`config.mk`:
```
export PLATFORM = sky130hd
export DESIGN_NAME = bor_ctrl
export DESIGN_NICKNAME = d
export VERILOG_FILES = /design/src/bor_pkg.sv /design/src/bor_ctrl.sv
export SDC_FILE = /design/constraint.sdc
export NUM_CORES = 1
export LEC_CHECK = 0
export BUFFER_PORTS_ARGS = -buffer_cell sky130_fd_sc_hd__buf_2
export CAP_MARGIN = 20
export CORE_MARGIN = 5
export CORE_UTILIZATION = 45
export CTS_CLUSTER_SIZE = 24
export DETAILED_ROUTE_END_ITERATION = 16
export PLACE_DENSITY = 0.75
export SYNTH_ARGS = -nofsm -noshare
export SYNTH_HDL_FRONTEND = slang
export SYNTH_SLANG_ARGS = --single-unit
export TNS_END_PERCENT = 5
```
`constraint.sdc`:
```
create_clock -name pclk -period 2.15 [get_ports pclk]
set_input_delay 0 -clock pclk [delete_from_list [all_inputs] [get_ports pclk]]
set_output_delay 0 -clock pclk [all_outputs]
set_load 0.02 [all_outputs]
```
`src/bor_pkg.sv`:
```
`default_nettype none
package bor_pkg;
  localparam int unsigned CLK_HZ = 25000000;
  localparam int unsigned FILTER_TIME_NS = 1000;
  localparam int unsigned FILTER_CYCLES =
    ((FILTER_TIME_NS * (CLK_HZ / 1000000)) + 999) / 1000;
  localparam int unsigned POWER_UP_TIMER_TIME_NS = 64000;
  localparam int unsigned POWER_UP_TIMER_CYCLES =
    ((POWER_UP_TIMER_TIME_NS * (CLK_HZ / 1000000)) + 999) / 1000;

  localparam logic [11:0] ADDR_CTRL   = 12'h000;
  localparam logic [11:0] ADDR_CONFIG = 12'h004;
  localparam logic [11:0] ADDR_STATUS = 12'h008;

  localparam int unsigned CTRL_SOFT_EN_BIT  = 7;
  localparam int unsigned CTRL_READY_BIT    = 0;
  localparam int unsigned CFG_MODE_LSB      = 0;
  localparam int unsigned CFG_LEVEL_LSB     = 4;
  localparam int unsigned CFG_POWER_UP_TIMER_EN_BIT   = 8;
  localparam int unsigned ST_RESET_BIT      = 0;
  localparam int unsigned ST_BOR_BIT        = 1;
  localparam int unsigned ST_ABORT_BIT      = 2;
  localparam int unsigned ST_MON_EN_BIT     = 3;
  localparam int unsigned ST_WAKE_HOLD_BIT  = 4;

  localparam logic [1:0] MODE_OFF    = 2'h0;
  localparam logic [1:0] MODE_SOFT   = 2'h1;
  localparam logic [1:0] MODE_NOSLP  = 2'h2;
  localparam logic [1:0] MODE_ALWAYS = 2'h3;
  localparam logic [1:0] MODE_RESET  = 2'h3;
  localparam logic [1:0] LEVEL_RESET = 2'h0;
  localparam logic [1:0] LEVEL_ERASE = 2'h0;

  typedef enum logic [1:0] {
    ST_POR  = 2'b00,
    ST_WAIT = 2'b01,
    ST_RUN  = 2'b11,
    ST_BOR  = 2'b10
  } bor_state_e;
endpackage
`default_nettype wire

```
`src/bor_ctrl.sv`:
```
// Implementation choices: the APB register port and the register addresses.
`default_nettype none
module bor_ctrl
  import bor_pkg::*;
#(
  parameter int unsigned FILTER_CNT = FILTER_CYCLES,
  parameter int unsigned POWER_UP_TIMER_CNT   = POWER_UP_TIMER_CYCLES,
  parameter logic [1:0]  ERASE_LEVEL = LEVEL_ERASE
) (
  input  wire logic        pclk,
  input  wire logic        presetn,
  input  wire logic        clk_en,
  input  wire logic        psel,
  input  wire logic        penable,
  input  wire logic        pwrite,
  input  wire logic [11:0] paddr,
  input  wire logic [31:0] pwdata,
  output logic      [31:0] prdata,
  output logic             pready,
  output logic             pslverr,
  input  wire logic        por_supply_ok,
  input  wire logic        bor_below,
  input  wire logic        bor_ready,
  input  wire logic        ext_reset_n,
  input  wire logic        sleep_req,
  input  wire logic        erase_active,
  output logic             bor_enable,
  output logic      [1:0]  bor_level,
  output logic             core_reset_n,
  output logic             wake_ok,
  output logic             erase_abort
);
  import bor_pkg::*;

  localparam int unsigned CW = 16;

  bor_state_e  state_q;
  logic [1:0]  mode_q;
  logic [1:0]  level_q;
  logic        soft_en_q;
  logic        power_up_timer_en_q;
  logic [CW-1:0] filt_q;
  logic [CW-1:0] power_up_timer_q;
  logic        bor_evt_q;
  logic        abort_sticky_q;
  logic        mon_en;
  logic        protect;
  logic        trip;
  logic        startup_ok;
  logic        wake_hold;
  logic        apb_acc;

  function automatic logic mon_enable(input logic [1:0] m, input logic slp,
                                      input logic sw, input logic er);
    logic en;
    en = 1'b0;
    case (m)
      MODE_ALWAYS: en = 1'b1;
      MODE_NOSLP:  en = !slp;
      MODE_SOFT:   en = sw;
      default:     en = 1'b0;
    endcase
    return en | er;
  endfunction

  always_comb begin
    mon_en     = mon_enable(mode_q, sleep_req, soft_en_q, erase_active);
    protect    = mon_en && bor_ready;
    trip       = protect && (filt_q >= CW'(FILTER_CNT));
    startup_ok = (mode_q == MODE_SOFT) || (mode_q == MODE_OFF) ||
                 (bor_ready && !bor_below);
    wake_hold  = (mode_q == MODE_NOSLP) && !bor_ready;
    apb_acc    = psel && penable;
  end

  // Filter on below-threshold indication
  always_ff @(posedge pclk or negedge presetn) begin
    if (!presetn) begin
      filt_q <= '0;
    end else if (clk_en) begin
      if (!(protect && bor_below)) begin
        filt_q <= '0;
      end else if (filt_q < CW'(FILTER_CNT)) begin
        filt_q <= filt_q + 1'b1;
      end
    end
  end

  // Power-up timer
  always_ff @(posedge pclk or negedge presetn) begin
    if (!presetn) begin
      power_up_timer_q <= '0;
    end else if (clk_en) begin
      if (state_q != ST_WAIT) begin
        power_up_timer_q <= '0;
      end else if (power_up_timer_q < CW'(POWER_UP_TIMER_CNT)) begin
        power_up_timer_q <= power_up_timer_q + 1'b1;
      end
    end
  end

  // Reset sequencer
  always_ff @(posedge pclk or negedge presetn) begin
    if (!presetn) begin
      state_q <= ST_POR;
    end else if (clk_en) begin
      case (state_q)
        ST_POR: begin
          if (por_supply_ok) begin
            state_q <= ST_WAIT;
          end
        end
        ST_WAIT: begin
          if (!por_supply_ok) begin
            state_q <= ST_POR;
          end else if (startup_ok && ext_reset_n &&
                       (!power_up_timer_en_q || power_up_timer_q >= CW'(POWER_UP_TIMER_CNT))) begin
            state_q <= ST_RUN;
          end
        end
        ST_RUN: begin
          if (!por_supply_ok) begin
            state_q <= ST_POR;
          end else if (!ext_reset_n) begin
            state_q <= ST_WAIT;
          end else if (trip && !erase_active) begin
            state_q <= ST_BOR;
          end
        end
        ST_BOR: begin
          if (!por_supply_ok) begin
            state_q <= ST_POR;
          end else if (!bor_below) begin
            state_q <= ST_WAIT;
          end
        end
        default: state_q <= ST_POR;
      endcase
    end
  end

  // Outputs to analog and core
  always_ff @(posedge pclk or negedge presetn) begin
    if (!presetn) begin
      core_reset_n <= 1'b0;
      bor_enable   <= 1'b0;
      bor_level    <= LEVEL_RESET;
      wake_ok      <= 1'b0;
      erase_abort  <= 1'b0;
      bor_evt_q    <= 1'b0;
    end else if (clk_en) begin
      core_reset_n <= (state_q == ST_RUN) && !(trip && !erase_active);
      bor_enable   <= mon_en;
      bor_level    <= erase_active ? ERASE_LEVEL : level_q;
      wake_ok      <= !wake_hold;
      erase_abort  <= erase_active && trip;
      if (state_q == ST_BOR) begin
        bor_evt_q <= 1'b1;
      end else if (apb_acc && pwrite && paddr == ADDR_STATUS &&
                   pwdata[ST_BOR_BIT]) begin
        bor_evt_q <= 1'b0;
      end
    end
  end

  // Erase abort sticky status, set wins over clear
  always_ff @(posedge pclk or negedge presetn) begin
    if (!presetn) begin
      abort_sticky_q <= 1'b0;
    end else if (clk_en) begin
      if (erase_active && trip) begin
        abort_sticky_q <= 1'b1;
      end else if (apb_acc && pwrite && paddr == ADDR_STATUS &&
                   pwdata[ST_ABORT_BIT]) begin
        abort_sticky_q <= 1'b0;
      end
    end
  end

  // APB register writes
  always_ff @(posedge pclk or negedge presetn) begin
    if (!presetn) begin
      mode_q    <= MODE_RESET;
      level_q   <= LEVEL_RESET;
      soft_en_q <= 1'b0;
      power_up_timer_en_q <= 1'b1;
    end else if (clk_en && apb_acc && pwrite) begin
      case (paddr)
        ADDR_CTRL: soft_en_q <= pwdata[CTRL_SOFT_EN_BIT];
        ADDR_CONFIG: begin
          mode_q    <= pwdata[CFG_MODE_LSB +: 2];
          level_q   <= pwdata[CFG_LEVEL_LSB +: 2];
          power_up_timer_en_q <= pwdata[CFG_POWER_UP_TIMER_EN_BIT];
        end
        default: ;
      endcase
    end
  end

  // APB read data and answer
  always_ff @(posedge pclk or negedge presetn) begin
    if (!presetn) begin
      prdata  <= '0;
      pready  <= 1'b0;
      pslverr <= 1'b0;
    end else if (clk_en) begin
      pready  <= psel && !penable;
      pslverr <= 1'b0;
      prdata  <= '0;
      if (psel && !penable) begin
        case (paddr)
          ADDR_CTRL: begin
            prdata[CTRL_SOFT_EN_BIT] <= soft_en_q;
            prdata[CTRL_READY_BIT]   <= bor_ready;
          end
          ADDR_CONFIG: begin
            prdata[CFG_MODE_LSB +: 2]  <= mode_q;
            prdata[CFG_LEVEL_LSB +: 2] <= level_q;
            prdata[CFG_POWER_UP_TIMER_EN_BIT]    <= power_up_timer_en_q;
          end
          ADDR_STATUS: begin
            prdata[ST_RESET_BIT]     <= (state_q != ST_RUN);
            prdata[ST_BOR_BIT]       <= bor_evt_q;
            prdata[ST_ABORT_BIT]     <= abort_sticky_q;
            prdata[ST_MON_EN_BIT]    <= mon_en;
            prdata[ST_WAKE_HOLD_BIT] <= wake_hold;
          end
          default: pslverr <= 1'b1;
        endcase
      end
    end
  end
endmodule
`default_nettype wire

```
# Word-level counts from Yosys, hierarchy flattened

Index checks and enable logic that the tools add are counted.

Bits in latches: 0
Memories: 0
Bits in read-only memories: 0
Memory bits (writable): 0
Input port bits: 56
Logic and storage cells: 112
Bits in registers: 58

Magnitude comparators: 4
Equality and inequality tests: 15
Muxes and demuxes: 30
Shifts and indexed selects: 0
$mul: 0
Div/mod/pow operators: 0
Reductions and logical operators: 43
Add/subtract/negate cells: 2
Bitwise operators: 1

Operators by type and width:

| operator              | count |
|---|---|
| $mux 16               | 4 |
| $add 16x1->16 const B | 2 |
| $mux 2                | 11 |
| $logic_and 1x1->1     | 18 |
| $ge 16x11->1 const B  | 1 |
| $ge 16x5->1 const B   | 1 |
| $lt 16x11->1 const B  | 1 |
| $lt 16x5->1 const B   | 1 |
| $eq 12x3->1 const B   | 1 |
| $eq 12x4->1 const B   | 1 |
| $logic_not 12->1      | 1 |
| $reduce_and 2->1      | 6 |
| $mux 1                | 9 |
| $eq 2x2->1 const B    | 4 |
| $logic_not 1->1       | 8 |
| $pmux 2 s4            | 1 |
| $mux 6                | 1 |
| $ne 3x3->1 const B    | 2 |
| $pmux 1 s3            | 2 |
| $reduce_bool 2->1     | 3 |
| $reduce_and 5->1      | 1 |
| $eq 2x1->1 const B    | 2 |
| $logic_not 2->1       | 2 |
| $ne 2x1->1 const B    | 2 |
| 6 further kinds       | 10 |

# Logic depth before layout (Yosys ltp)

Depth in word-level cells: 10
Depth in mapped cells: 6
Gate-level depth less buffers: 6

# Worst setup path before layout

OpenSTA, ideal clock, no wires.

Kind: flip-flop to flip-flop
From: register power_up_timer_q[12]
To: register power_up_timer_q[5]
Clock period less this slack: 1.995 ns
Stages on the path, launching flop included: 6
Library setup time: 0.078 ns
Buffers on the path: 1
Data required time: 2.072 ns
Setup slack: 0.155 ns
Arrival: 1.917 ns
Cell sequence: dfrtp_1 -> or4_1 -> or4_1 -> buf_2 -> or3_1 -> a21oi_1

Longest elaborated chain between the ends: 3

Ends and longest elaborated chain:

| what                        | RTL line       | source |
|---|---|---|
| start: declaration          | bor_ctrl.sv:43 | `logic [CW-1:0] power_up_timer_q;` |
| start signal: assignment    | bor_ctrl.sv:97 | `power_up_timer_q <= power_up_timer_q + 1'b1;` |
| $lt 16x11->1                | bor_ctrl.sv:96 | `end else if (power_up_timer_q < CW'(POWER_UP_TIMER_CNT)) begin` |
| $reduce_bool 2->1 (no line) | -              |  |
| $reduce_and 2->1 (no line)  | -              |  |

No other way between the ends.
A chain may end at the register's enable or synchronous reset.

# Final worst setup path

From: register filt_q[12]
To: register core_reset_n

Longest elaborated chain between the ends: 5

Ends and longest elaborated chain:

| what                     | RTL line        | source |
|---|---|---|
| start: declaration       | bor_ctrl.sv:42  | `logic [CW-1:0] filt_q;` |
| start signal: assignment | bor_ctrl.sv:84  | `filt_q <= filt_q + 1'b1;` |
| $ge 16x5->1              | bor_ctrl.sv:69  | `trip = protect && (filt_q >= CW'(FILTER_CNT));` |
| $logic_and 1x1->1        | bor_ctrl.sv:69  |  |
| $logic_and 1x1->1        | bor_ctrl.sv:152 | `core_reset_n <= (state_q == ST_RUN) && !(trip && !erase_active);` |
| $logic_not 1->1          | bor_ctrl.sv:152 |  |
| $logic_and 1x1->1        | bor_ctrl.sv:152 |  |
| end signal: assignment   | bor_ctrl.sv:152 |  |
| end: declaration         | bor_ctrl.sv:29  | `output logic core_reset_n,` |

No other way between the ends.

==> key figures <==
Layout
  – Number of inserted diodes: 0
  – Final nets: 415
  – Fraction of final layout cells with drive strength greater than 1: 23.74%
  – Multi-input logic area: 0.001334 mm²
  – Fin cells: 435
  – Final-layout fill cell count: 574
  – Area growth, synth to finish: 18.45%
  – Most common library cell in the layout ignoring fill and taps: sky130_fd_sc_hd__dfrtp_1
  – Top library cells by usage in the layout, fill and taps aside: sky130_fd_sc_hd__dfrtp_1 (55), sky130_fd_sc_hd__buf_2 (46), sky130_fd_sc_hd__conb_1 (24)
  – Sequential cell area: 0.001455 mm²

Timing
  – Final cycle utilization of the critical path: 96.05%
  – Setup repair after global routing missed its margin: no
  – Shortest clock period the worst path allows after layout: 2.065 ns
  – Slew at the pin closest to its max-slew limit: 0.7262 ns
  – Pins Over Slew Limit: 0
  – Achievable frequency: 484.2 MHz
  – Number of endpoints failing setup at the final stage: 0
  – Worst clock skew: 0.009024 ns
  – Setup tns final: 0 ns
  – Final number of hold-violating endpoints: 0
  – Slew HR: 51.59%

Die
  – Horizontal die dimension: 91.35 µm
  – Number of ports placed on the die boundary: 96
  – Vert. Die Dim: 91.35 µm
  – Number of rows in the core area: 29
  – Starting utilization of the core area: 46.63%
  – Die area: 0.008344 mm²
  – Core area: 0.006386 mm²

Power and ir drop
  – Worst supply voltage drop on vdd: 0.4684 mV
  – Leakage Power: 1.716 nW
  – Power density normalized to cell area: 697.1 mW/mm²

Critical path
  – Type of element launching the critical path: register
  – Path type of the worst setup path: reg2reg
  – Data required time of the critical path: 2.42 ns
  – Critical path endpoint category: register
  – Logic depth of the worst register-to-register path: 4
  – Crit path arrival time: 2.34 ns
  – Critical path fanouts, max: 4

Logic synthesis
  – Yosys cell types: 57
  – Area share of the leading cell type in the synthesized netlist: 46.22%
  – Post-synth ARST share: 100.0%
  – Yosys reg bits: 58
  – Sequential fraction of the synthesis area: 48.87%
  – Synthesized cell area: 0.002978 mm²
  – Cell taking the most area after synthesis: sky130_fd_sc_hd__dfrtp_1
  – Number of instances in the synthesized netlist: 290
  – Synth Flop Type: sky130_fd_sc_hd__dfrtp_1
  – Synth top area cells: sky130_fd_sc_hd__dfrtp_1 (46%), sky130_fd_sc_hd__buf_4 (6.1%), sky130_fd_sc_hd__and2_1 (3.6%), sky130_fd_sc_hd__o2bb2ai_1 (2.9%), sky130_fd_sc_hd__a21oi_1 (2.7%)
  – Number of enable flip-flop cells after synthesis: 0
  – Warnings from Yosys: 0
  – Avg Cell Area, Syn: 10.27 µm²

Global route
  – Global-route wire length before repair: 11440 µm
  – Tot GR Track Use: 16.75%
  – Congestion Overflow GR: 0
  – Maximum number of pins on one net before global-route repair: 59
  – Number of global-route vias before repair: 2387
  – Antenna violations before repair: 0

Clocking
  – CTS root buf: sky130_fd_sc_hd__clkbuf_8
  – Clock tree from TritonCTS: yes
  – Number of buffers created by CTS: 9
  – Deepest clock path buffer count: 2
  – Number of setup buffers added after CTS: 0
  – Sink Count: 58
  – Clock Latency Late Sink: 0.34 ns
  – Clock transition at the registers of the reported paths: 0.06 ns
  – H-tree lvl count: 3

Route
  – Residual antenna-violating net count after detailed routing: 0
  – Drt initial violations: 130
  – Via count: 2409
  – Detailed-router iteration count before antenna repair: 4
  – Routed length per instance: 15.25 µm
  – Routed WL: 6633 µm
  – Number of remaining DRC errors: 0
  – Via/cell ratio: 5.538

Outcome
  – Run status: complete, no violations

Place
  – Number of instances in the placed design: 409
  – HPWL after DPL: 4567 µm
  – Final GP Congestion: 0.8223
  – Port-buffer cells: 46

Min path
  – Worst hold path type: in2reg
  – Worst hold path cell count: 4

Flow run
  – Max capacitance violation total: 0
repair_timing:
action,in CTS,in global routing
setup endpoints to repair,0,3
hold buffers,11,0
gates resized for setup,0,1
endpoints found under the hold margin,66,0
registers in the layout, summed over array words and instances, names as in the netlist:
register and cells:
power_up_timer_en_q 1, pslverr 1, power_up_timer_q 16, bor_level 2, abort_sticky_q 1, level_q 2
core_reset_n 1, mode_q 2, filt_q 16, bor_enable 1, bor_evt_q 1, pready 1
soft_en_q 1, erase_abort 1, prdata 8, state_q 2, wake_ok 1
cell families after synthesis:
group / share of synthesized area, %
compound gates: 15.08
xor+xnor: 0.5883
fa+ha+maj: 2.101
buf+inv: 9.369
flops: 48.87
mux: 3.656
other cells: 0.1259
simple gates: 20.21
per-layer routing:
| metal | vias to the layer above | track usage (%) | share of wire (%) |
|---|---|---|---|
| li1 | 1124 | - | - |
| met1 | 1180 | 21.33 | 43 |
| met2 | 87 | 26.56 | 48 |
| met3 | 18 | 6.198 | 6.8 |
| met4 | 0 | 5.257 | 2.1 |
| met5 | - | 0 | 0 |
cells in the mapped netlist (all sizes together), types with 2 or more instances:
library cell / n
a211o: 2
a21oi: 16
a22o: 2
a22oi: 2
a31oi: 2
and2: 18
and3: 2
and4: 3
buf: 25
clkbuf: 10
dfrtp: 55
dfstp: 3
ha: 5
inv: 14
mux2: 7
mux2i: 3
nand2: 14
nand2b: 3
nand3: 11
nand3b: 3
nand4: 5
nor2: 11
nor2b: 4
nor3: 4
nor4: 6
o21a: 2
o21ai: 9
o22ai: 3
o2bb2ai: 10
o311ai: 2
or3: 6
or4: 7
per-stage QoR:
step                total power, mW  utilization [%]  setup slack, ns  cell area, µm²  hold WS (ns)
floorplan                     1.422                -           0.1553            3064       -0.2956
global placement              1.489            50.55          0.09145            3228        0.1842
detailed placement            1.500            50.55          0.03249            3228        0.1930
CTS                           2.483            55.17         0.007634            3523      0.001625
global route                  2.586            55.23          0.01072            3527       0.02737
finish                        2.459            55.23          0.08483            3527       0.02825
final cells by class:
cell class                 instances  share of cell area (%)
multi-input combinational        205                   37.81
tap                               77                   2.731
sequential                        58                   41.26
clock inverter                     3                   1.135
timing repair buffer              65                   11.35
inverter                          15                   1.596
clock buffer                      12                   4.115
final timing paths:
path	to	start	slack [ns]
setup / recovery	core_reset_n	filt_q[12]	0.08
hold / removal	prdata[7]	paddr[3]	0.03
max in group asynchronous	power_up_timer_q[8]	presetn	1.33
hold reg to reg	filt_q[9]	filt_q[9]	0.48
setup reg to reg	core_reset_n	filt_q[12]	0.08
min in group asynchronous	level_q[0]	presetn	0.33
worst max-delay path: stages (launching register included):
cell and delay [ns]:
sky130_fd_sc_hd__dfrtp_1 0.38, sky130_fd_sc_hd__or4_4 0.57, sky130_fd_sc_hd__or4_4 0.46, sky130_fd_sc_hd__or4_1 0.51
sky130_fd_sc_hd__nand3_1 0.08
power breakdown:
part / total, mW / switching, mW / internal (mW)
Sequential: 1.19 / 0.0529 / 1.14
Clock: 0.960 / 0.403 / 0.557
Combinational: 0.308 / 0.192 / 0.117
Total: 2.46 / 0.648 / 1.81
(Power assumes the default switching activity.)
